### src/shared/alud_pkg.sv
// Package with operation codes, flag positions and reset values for the add and logic datapath.
package alud_pkg;

    // Operation selector presented by the instruction decoder.
    typedef enum logic [2:0] {
        ALUD_OP_NONE = 3'h0,
        ALUD_OP_ADD_MEM = 3'h1,
        ALUD_OP_AND_ACC_MEM = 3'h2,
        ALUD_OP_AND_ACC_IMM = 3'h3,
        ALUD_OP_AND_MEM = 3'h4
    } alud_op_type;

    // Datapath width and status flag positions within the flag vector.
    localparam int ALUD_DATA_W = 8;
    localparam int ALUD_NIBBLE_W = 4;
    localparam int ALUD_FLAG_CARRY = 0;
    localparam int ALUD_FLAG_HALF = 1;
    localparam int ALUD_FLAG_ZERO = 2;
    localparam int ALUD_FLAG_RANGE = 3;
    localparam int ALUD_FLAG_W = 4;

    // Reset values of the working register, flags and memory write port.
    localparam logic [7:0] ALUD_WORK_RESET = 8'h00;
    localparam logic [3:0] ALUD_FLAGS_RESET = 4'h0;
    localparam logic [7:0] ALUD_MEM_WDATA_RESET = 8'h00;

    // Controller states, one-hot.
    typedef enum logic [1:0] {
        ALUD_ST_IDLE = 2'b01,
        ALUD_ST_WRITE = 2'b10
    } alud_state_type;

endpackage

### src/rtl/alud_datapath.sv
// Add and logical AND datapath slice with working register and status flags.

////////////////////////////////////////////////////////////////////////////////

// The datapath carries out one add or AND operation for each request that the
// instruction decoder presents. The operands stand on the inputs in the cycle of the
// request: the addressed memory byte on mem_rdata and the immediate byte on imm_data.
// Every result lands on the clock edge that takes the request.

// Memory-target operations raise mem_we for exactly one cycle with the result on
// mem_wdata. The controller spends that cycle in a write stage and refuses any request
// offered there. A following operation on the same byte therefore never reads a stale
// operand while the memory is still being written.

// The register-target AND forms need no write stage and may follow each other on
// consecutive cycles. Their result goes straight into the working register.

// The core may also load the working register for instructions outside this slice.
// When an operation is taken in the same cycle, the operation wins and the load is
// dropped. The decoder must not issue both at once if it needs the load.

// Each status flag is a flip-flop of its own. The add updates all four from its sum,
// the AND forms update only the zero flag, and the empty operation code is accepted
// without changing anything.

// The memory write data holds the last result between writes, so a memory that
// latches late still sees a stable value. Only mem_we marks a valid write.

// The operand width is a parameter for reuse, but the flag logic assumes a nibble
// boundary at the package's nibble width, so widths below that are not supported.

// Overview of operation
// RULE_01 - Add-to-memory writes working register plus memory byte back to memory.
// RULE_02 - Add-to-memory updates signed range, zero, half carry and carry flags.
// RULE_03 - AND memory into working register; only zero flag changes.
// RULE_04 - AND immediate into working register; only zero flag changes.
// RULE_05 - AND working register into memory; working register unchanged.
// RULE_06 - AND into memory sets zero flag from result; other flags kept.
module alud_datapath #(
    parameter int DATA_W = alud_pkg::ALUD_DATA_W
) (
    input wire logic clk,
    input wire logic resetn,
    input wire logic op_valid,
    input wire alud_pkg::alud_op_type op_code,
    input wire logic [DATA_W-1:0] mem_rdata,
    input wire logic [DATA_W-1:0] imm_data,
    input wire logic work_load,
    input wire logic [DATA_W-1:0] work_load_data,
    output logic op_ready,
    output logic mem_we,
    output logic [DATA_W-1:0] mem_wdata,
    output logic [DATA_W-1:0] working_register,
    output logic carry_flag,
    output logic half_carry_flag,
    output logic zero_flag,
    output logic signed_range_flag
);

    ////////////////////////////////////////////////////////////////////////////

    // Adds two bytes and returns the sum with carry out of the top bit.
    function automatic logic [DATA_W:0] alud_add(input logic [DATA_W-1:0] a,
                                                 input logic [DATA_W-1:0] b);
        alud_add = {1'b0, a} + {1'b0, b};
    endfunction

    // Reports an all-zero result.
    function automatic logic alud_is_zero(input logic [DATA_W-1:0] v);
        alud_is_zero = (v == '0);
    endfunction

    // Tells whether an operation writes its result back to data memory.
    function automatic logic alud_is_mem_target(input alud_pkg::alud_op_type code);
        alud_is_mem_target = (code == alud_pkg::ALUD_OP_ADD_MEM) ||
                             (code == alud_pkg::ALUD_OP_AND_MEM);
    endfunction

    // Signed overflow of an add: the operands share a sign that the sum lacks.
    function automatic logic alud_overflow(input logic a_sign,
                                           input logic b_sign,
                                           input logic sum_sign);
        alud_overflow = (a_sign == b_sign) && (sum_sign != a_sign);
    endfunction

    alud_pkg::alud_state_type state;
    logic [DATA_W:0] sum_full;
    logic [alud_pkg::ALUD_NIBBLE_W:0] sum_low;
    logic [DATA_W-1:0] and_mem;
    logic [DATA_W-1:0] and_imm;
    logic take;
    logic take_add;
    logic take_and_acc_mem;
    logic take_and_acc_imm;
    logic take_and_mem;
    logic take_mem_target;

    // Operand arithmetic shared by all operations.
    assign sum_full = alud_add(working_register, mem_rdata);
    assign sum_low = {1'b0, working_register[alud_pkg::ALUD_NIBBLE_W-1:0]}
                   + {1'b0, mem_rdata[alud_pkg::ALUD_NIBBLE_W-1:0]};
    assign and_mem = working_register & mem_rdata;
    assign and_imm = working_register & imm_data;

    // An operation is accepted in idle; the memory write stage blocks the next one.
    assign op_ready = (state == alud_pkg::ALUD_ST_IDLE);
    assign take = op_valid && op_ready;

    // One strobe per operation taken on this edge, at most one high; take_mem_target also rises with take_add or take_and_mem.
    assign take_add = take && (op_code == alud_pkg::ALUD_OP_ADD_MEM);
    assign take_and_acc_mem = take && (op_code == alud_pkg::ALUD_OP_AND_ACC_MEM);
    assign take_and_acc_imm = take && (op_code == alud_pkg::ALUD_OP_AND_ACC_IMM);
    assign take_and_mem = take && (op_code == alud_pkg::ALUD_OP_AND_MEM);
    assign take_mem_target = take && alud_is_mem_target(op_code);

    ////////////////////////////////////////////////////////////////////////////

    // Two-state controller: memory results are presented for one write cycle.
    always_ff @(posedge clk) begin
        if (!resetn) begin
            state <= alud_pkg::ALUD_ST_IDLE;
        end else begin
            case (state)
                alud_pkg::ALUD_ST_IDLE: begin
                    // A memory-target operation needs one cycle to write back.
                    if (take_mem_target) begin
                        state <= alud_pkg::ALUD_ST_WRITE;
                    end
                end
                alud_pkg::ALUD_ST_WRITE: begin
                    state <= alud_pkg::ALUD_ST_IDLE;
                end
                default: begin
                    state <= alud_pkg::ALUD_ST_IDLE;
                end
            endcase
        end
    end

    // Memory write strobe: high for exactly the write cycle of a memory-target operation.
    always_ff @(posedge clk) begin
        if (!resetn) begin
            mem_we <= 1'b0;
        end else begin
            mem_we <= take_mem_target; // [RULE_01] [RULE_05]
        end
    end

    // Memory write data: holds the last result so that a slow memory sees it stable.
    always_ff @(posedge clk) begin
        if (!resetn) begin
            mem_wdata <= alud_pkg::ALUD_MEM_WDATA_RESET;
        end else if (take_add) begin
            mem_wdata <= sum_full[DATA_W-1:0]; // [RULE_01]
        end else if (take_and_mem) begin
            mem_wdata <= and_mem; // [RULE_05]
        end
    end

    ////////////////////////////////////////////////////////////////////////////

    // Working register: loaded by the AND forms that target it, else by the core.
    // A taken operation wins over a core load in the same cycle; the load is dropped.
    always_ff @(posedge clk) begin
        if (!resetn) begin
            working_register <= alud_pkg::ALUD_WORK_RESET;
        end else if (take_and_acc_mem) begin
            working_register <= and_mem; // [RULE_03]
        end else if (take_and_acc_imm) begin
            working_register <= and_imm; // [RULE_04]
        end else if (work_load && !take) begin
            working_register <= work_load_data; // [RULE_01] [RULE_05]
        end
    end

    ////////////////////////////////////////////////////////////////////////////

    // Carry flag: carry out of the top bit, changed by the add alone.
    always_ff @(posedge clk) begin
        if (!resetn) begin
            carry_flag <= alud_pkg::ALUD_FLAGS_RESET[alud_pkg::ALUD_FLAG_CARRY];
        end else if (take_add) begin
            carry_flag <= sum_full[DATA_W]; // [RULE_02]
        end
    end

    // Half carry flag: carry out of the low nibble, changed by the add alone.
    always_ff @(posedge clk) begin
        if (!resetn) begin
            half_carry_flag <= alud_pkg::ALUD_FLAGS_RESET[alud_pkg::ALUD_FLAG_HALF];
        end else if (take_add) begin
            half_carry_flag <= sum_low[alud_pkg::ALUD_NIBBLE_W]; // [RULE_02]
        end
    end

    // Signed range flag: overflow of the signed add.
    // The AND forms keep it, as they keep the carry and half carry flags.
    always_ff @(posedge clk) begin
        if (!resetn) begin
            signed_range_flag <= alud_pkg::ALUD_FLAGS_RESET[alud_pkg::ALUD_FLAG_RANGE];
        end else if (take_add) begin
            signed_range_flag <= alud_overflow(working_register[DATA_W-1], mem_rdata[DATA_W-1],
                                               sum_full[DATA_W-1]); // [RULE_02]
        end
    end

    // Zero flag follows the result of every operation that produces one.
    always_ff @(posedge clk) begin
        if (!resetn) begin
            zero_flag <= alud_pkg::ALUD_FLAGS_RESET[alud_pkg::ALUD_FLAG_ZERO];
        end else if (take_add) begin
            zero_flag <= alud_is_zero(sum_full[DATA_W-1:0]); // [RULE_02]
        end else if (take_and_acc_mem) begin
            zero_flag <= alud_is_zero(and_mem); // [RULE_03]
        end else if (take_and_acc_imm) begin
            zero_flag <= alud_is_zero(and_imm); // [RULE_04]
        end else if (take_and_mem) begin
            zero_flag <= alud_is_zero(and_mem); // [RULE_06]
        end
    end

endmodule

### config.mk
export PLATFORM = sky130hd
export DESIGN_NAME = alud_datapath
export DESIGN_NICKNAME = d
export VERILOG_FILES = /design/src/shared/alud_pkg.sv /design/src/rtl/alud_datapath.sv
export SDC_FILE = /design/constraint.sdc
export NUM_CORES = 1
export LEC_CHECK = 0
export BUFFER_PORTS_ARGS = -buffer_cell sky130_fd_sc_hd__buf_2
export CORE_MARGIN = 5
export CORE_UTILIZATION = 51
export DETAILED_ROUTE_END_ITERATION = 7
export PLACE_DENSITY = 0.8
export SYNTH_ARGS = -nofsm -noshare
export SYNTH_HDL_FRONTEND = slang
export SYNTH_SLANG_ARGS = --single-unit
### constraint.sdc
create_clock -name clk -period 2.72 [get_ports clk]
set_clock_uncertainty 0.05 [all_clocks]
set_input_delay 0.272 -clock clk [delete_from_list [all_inputs] [get_ports clk]]
set_output_delay 0.272 -clock clk [all_outputs]
set_load 0.01 [all_outputs]
==> flow_results.xml <==
<?xml version="1.0" encoding="UTF-8"?>
<metrics>
  <group name="power">
    <metric name="switch_pwr" unit="mW">0.276</metric>
    <metric name="comb_power_share" unit="%">31.4</metric>
    <metric name="power.clock.fraction" unit="%">22.0</metric>
    <metric name="power_density" unit="nW/µm²">410</metric>
    <metric name="power.ir.vdd_worst" unit="mV">0.197</metric>
    <metric name="power" unit="mW">0.798</metric>
    <metric name="static-leakage-power" unit="nW">0.851</metric>
    <metric name="p_int" unit="mW">0.522</metric>
    <metric name="p_seq_share" unit="%">46.6</metric>
    <metric name="p_sw_share" unit="%">34.6</metric>
  </group>
  <group name="clock_network">
    <metric name="cts_root_buf" unit="">sky130_fd_sc_hd__clkbuf_4</metric>
    <metric name="cts_buffer_depth" unit="">2</metric>
    <metric name="cts_max_level" unit="">1</metric>
    <metric name="cts_tree" unit="">yes</metric>
    <metric name="postCtsHoldBufs" unit="">0</metric>
    <metric name="cts-buffers-inserted" unit="">3</metric>
    <metric name="cts.repair_timing.setup_buffer_count" unit="">0</metric>
    <metric name="ctsResizeCount" unit="">0</metric>
    <metric name="clk-insertion-delay-late" unit="ps">330</metric>
    <metric name="numClockSinks" unit="">23</metric>
    <metric name="cts.clk_slew.worst_paths" unit="ps">160</metric>
  </group>
  <group name="critical_path">
    <metric name="critical_path_class" unit="">reg2reg</metric>
    <metric name="critical_path.max_fanout" unit="">6</metric>
    <metric name="crit_path_start" unit="">working_register[0]</metric>
    <metric name="worst_r2r_startpoint" unit="">working_register[0]</metric>
    <metric name="endpoint_kind" unit="">flip-flop</metric>
    <metric name="crit_chain" unit="">ha_1 -&gt; inv_1 -&gt; fa_1 -&gt; nor2b_4 -&gt; o21a_1 -&gt; nor3_1 -&gt; or3_2 -&gt; a31oi_1</metric>
    <metric name="critical_path_required" unit="ps">2920</metric>
    <metric name="r2r_setup_slack" unit="ps">390</metric>
    <metric name="path_buf_inv" unit="">1</metric>
    <metric name="largest_delay_share_family_worst_path" unit="">adder cells</metric>
    <metric name="critical-path-slowest-cell" unit="">sky130_fd_sc_hd__dfxtp_1</metric>
    <metric name="critical_path_s_largest_stage_delay" unit="ps">440</metric>
    <metric name="setup.worst_path.start_class" unit="">flip-flop</metric>
    <metric name="worst-endpoint-arrival" unit="ps">2530</metric>
  </group>
  <group name="sta">
    <metric name="post-route-period-util" unit="%">85.5</metric>
    <metric name="final-hold-violation-count" unit="">0</metric>
    <metric name="fin_crit" unit="ps">2330</metric>
    <metric name="max_slew_margin" unit="%">54.3</metric>
    <metric name="slew_violations" unit="">0</metric>
    <metric name="finalSetupTns" unit="ps">0</metric>
    <metric name="rsz0062_at_grt" unit="">no</metric>
    <metric name="finalSetupViolCount" unit="">0</metric>
    <metric name="worst_hold_slack" unit="ps">268</metric>
    <metric name="timing.fmax" unit="MHz">430</metric>
    <metric name="actual_transition_at_the_worst_max_transition_pin" unit="ps">686</metric>
  </group>
  <group name="floorplanning">
    <metric name="die_area" unit="µm²">4620</metric>
    <metric name="starting_density" unit="%">52.2</metric>
    <metric name="std_cell_rows" unit="">21</metric>
    <metric name="die_width" unit="µm">68.0</metric>
    <metric name="design.portCount" unit="">53</metric>
    <metric name="die_height" unit="µm">68.0</metric>
    <metric name="fp.coreArea" unit="µm²">3280</metric>
  </group>
  <group name="synth">
    <metric name="synth_seq_area_share" unit="%">26.9</metric>
    <metric name="synth_area" unit="µm²">1710</metric>
    <metric name="synth.area.mux_share" unit="%">0.584</metric>
    <metric name="yosysTopAreaCell" unit="">sky130_fd_sc_hd__dfxtp_1</metric>
    <metric name="netlist.area_leader.share" unit="%">26.9</metric>
    <metric name="synth_enable_flop_cells" unit="">0</metric>
    <metric name="synthSimpleGateAreaFrac" unit="%">25.6</metric>
    <metric name="post_synth.cell_area_avg" unit="µm²">8.27</metric>
    <metric name="synthTopCellsByArea" unit="">sky130_fd_sc_hd__dfxtp_1 (27%), sky130_fd_sc_hd__ha_1 (5.8%), sky130_fd_sc_hd__nand2_1 (5.5%)</metric>
    <metric name="yosysWarnings" unit="">0</metric>
    <metric name="synth-main-ff-cell" unit="">sky130_fd_sc_hd__dfxtp_1</metric>
    <metric name="async_reset_ff_share" unit="%">0</metric>
    <metric name="synth_cells" unit="">207</metric>
    <metric name="synthXorXnorAreaFrac" unit="%">1.53</metric>
    <metric name="post_synth_most_frequent_cells" unit="">sky130_fd_sc_hd__nand2_1 (25), sky130_fd_sc_hd__dfxtp_1 (23), sky130_fd_sc_hd__nor2_1 (13)</metric>
    <metric name="main_combinational_cell_family_by_area_after_synthesis" unit="">compound AO/OA/AOI/OAI gates</metric>
    <metric name="synth.most_common_cell" unit="">sky130_fd_sc_hd__nand2_1</metric>
    <metric name="ys_seq_elements" unit="">23</metric>
    <metric name="ys_types" unit="">58</metric>
    <metric name="syn_nets" unit="">247</metric>
    <metric name="post_synth_fa_ha_maj_area_fraction" unit="%">7.01</metric>
    <metric name="synth_compound_gate_area_share" unit="%">28.4</metric>
  </group>
  <group name="routing">
    <metric name="dr.first_iter.drc_count" unit="">82</metric>
    <metric name="detail_route.drc_violations" unit="">0</metric>
    <metric name="ant_nets" unit="">0</metric>
    <metric name="drt-total-wl" unit="µm">4500</metric>
    <metric name="detailroute.via_count" unit="">1725</metric>
    <metric name="wl_per_cell" unit="µm">15.0</metric>
    <metric name="avgViaCountPerCell" unit="">5.77</metric>
    <metric name="drt_pass1_iterations" unit="">4</metric>
  </group>
  <group name="min_path">
    <metric name="min-delay-path-class" unit="">in2reg</metric>
    <metric name="timing.hold.worst.start" unit="">work_load_data[6]</metric>
  </group>
  <group name="final_layout">
    <metric name="area_growth_syn_to_layout" unit="%">13.7</metric>
    <metric name="multi_input_comb_area" unit="µm²">1080</metric>
    <metric name="area.sequential" unit="µm²">460</metric>
    <metric name="num_antenna_cells" unit="">0</metric>
    <metric name="num-nets-final" unit="">294</metric>
    <metric name="finish.cell_count_without_fillers" unit="">299</metric>
    <metric name="layout-drive-gt1-share" unit="%">26.5</metric>
    <metric name="nFillCells" unit="">301</metric>
  </group>
  <group name="place">
    <metric name="number_of_buffers_inserted_by_port_buffering" unit="">52</metric>
    <metric name="hpwlAfterDp" unit="µm">3370</metric>
    <metric name="placed_cells_incl_taps" unit="">295</metric>
    <metric name="gp_routability_congestion" unit="">0.839</metric>
  </group>
  <group name="global_route">
    <metric name="antenna_found_initial" unit="">0</metric>
    <metric name="pin_count_of_the_biggest_net_entering_global_routing" unit="">22</metric>
    <metric name="grt_first_pass_wirelength" unit="µm">7220</metric>
    <metric name="first_global_vias" unit="">1637</metric>
    <metric name="track_usage" unit="%">20.1</metric>
    <metric name="grt_remaining_overflow" unit="">0</metric>
  </group>
  <group name="outcome">
    <metric name="outcome" unit="">finished, final reports clean</metric>
  </group>
  <group name="run">
    <metric name="cap_viol_max_count" unit="">0</metric>
  </group>
</metrics>
## registers in the layout, summed over array words and instances, names as in the netlist
name / count
mem_wdata: 8
working_register: 8
state: 2
carry_flag: 1
half_carry_flag: 1
mem_we: 1
signed_range_flag: 1
zero_flag: 1
## cell usage in the layout, fill, tap and decap left out, types with 6 or more instances in the layout
| cell type | synthesis | routed |
|---|---|---|
| sky130_fd_sc_hd__a311o_1 | 8 | 8 |
| sky130_fd_sc_hd__nand2_1 | 25 | 25 |
| sky130_fd_sc_hd__nor2_1 | 13 | 13 |
| sky130_fd_sc_hd__nand3_1 | 9 | 9 |
| sky130_fd_sc_hd__buf_2 | 2 | 52 |
| sky130_fd_sc_hd__ha_1 | 8 | 8 |
| sky130_fd_sc_hd__nor3_1 | 6 | 6 |
| sky130_fd_sc_hd__o21ai_0 | 9 | 9 |
| sky130_fd_sc_hd__nand2b_1 | 9 | 9 |
| sky130_fd_sc_hd__dfxtp_1 | 23 | 23 |
| sky130_fd_sc_hd__a21boi_0 | 7 | 7 |
| sky130_fd_sc_hd__a21oi_1 | 6 | 6 |
| sky130_fd_sc_hd__inv_1 | 10 | 10 |
## worst paths after layout
path	end	depth (start not counted)
worst max-delay path	mem_wdata[4]	8
worst min-delay path	working_register[6]	4
worst max register to register	mem_wdata[4]	8
worst min register to register	mem_wdata[1]	2
## through the flow
stage	utilization (%)	area (µm²)	worst slack (ps)
after floorplan	-	1710	599
after global placement	58.5	1920	517
after detailed placement	58.5	1920	439
after CTS	59.3	1950	402
after global routing	59.3	1950	221
final	59.3	1950	394
## worst register-to-register path: stages, from the launching register on
cell,delay (ps)
sky130_fd_sc_hd__dfxtp_1,440
sky130_fd_sc_hd__ha_1,300
sky130_fd_sc_hd__inv_1,90
sky130_fd_sc_hd__fa_1,440
sky130_fd_sc_hd__nor2b_4,140
sky130_fd_sc_hd__o21a_1,130
sky130_fd_sc_hd__nor3_1,60
sky130_fd_sc_hd__or3_2,430
sky130_fd_sc_hd__a31oi_1,180
## layer usage
metal  wire length [µm]  track usage [%]  up-vias
met3                321             2.79        4
met4                 45             6.70        0
met5                  0                0        -
met2               2120             35.9       60
li1                   -                -      864
met1               2010             24.6      797
## power groups by stage
| stage | Sequential, mW | Combinational (mW) | Clock [mW] |
|---|---|---|---|
| detailed placement | 0.379 | 0.247 | 0 |
| floorplan | 0.386 | 0.169 | 0 |
| global route | 0.375 | 0.280 | 0.185 |
| global placement | 0.378 | 0.243 | 0 |
| finish | 0.372 | 0.250 | 0.175 |
| CTS | 0.372 | 0.248 | 0.172 |
## final cells by class
type	instances	area share [%]
timing repair buffer	55	14.5
clock inverter	1	0.257
sequential	23	23.6
tap	46	2.95
multi-input combinational	161	55.6
clock buffer	3	1.16
inverter	10	1.93
## kinds of logic (layout without fill, tap and decap cells)
group / Yosys count / count (layout)
fa+ha+maj: 9 / 9
compound gates: 64 / 64
buf+inv: 23 / 69
mux: 1 / 1
xor+xnor: 3 / 3
simple gates: 84 / 84
flops: 23 / 23
No activity file was read; power rests on OpenSTA's default activity.
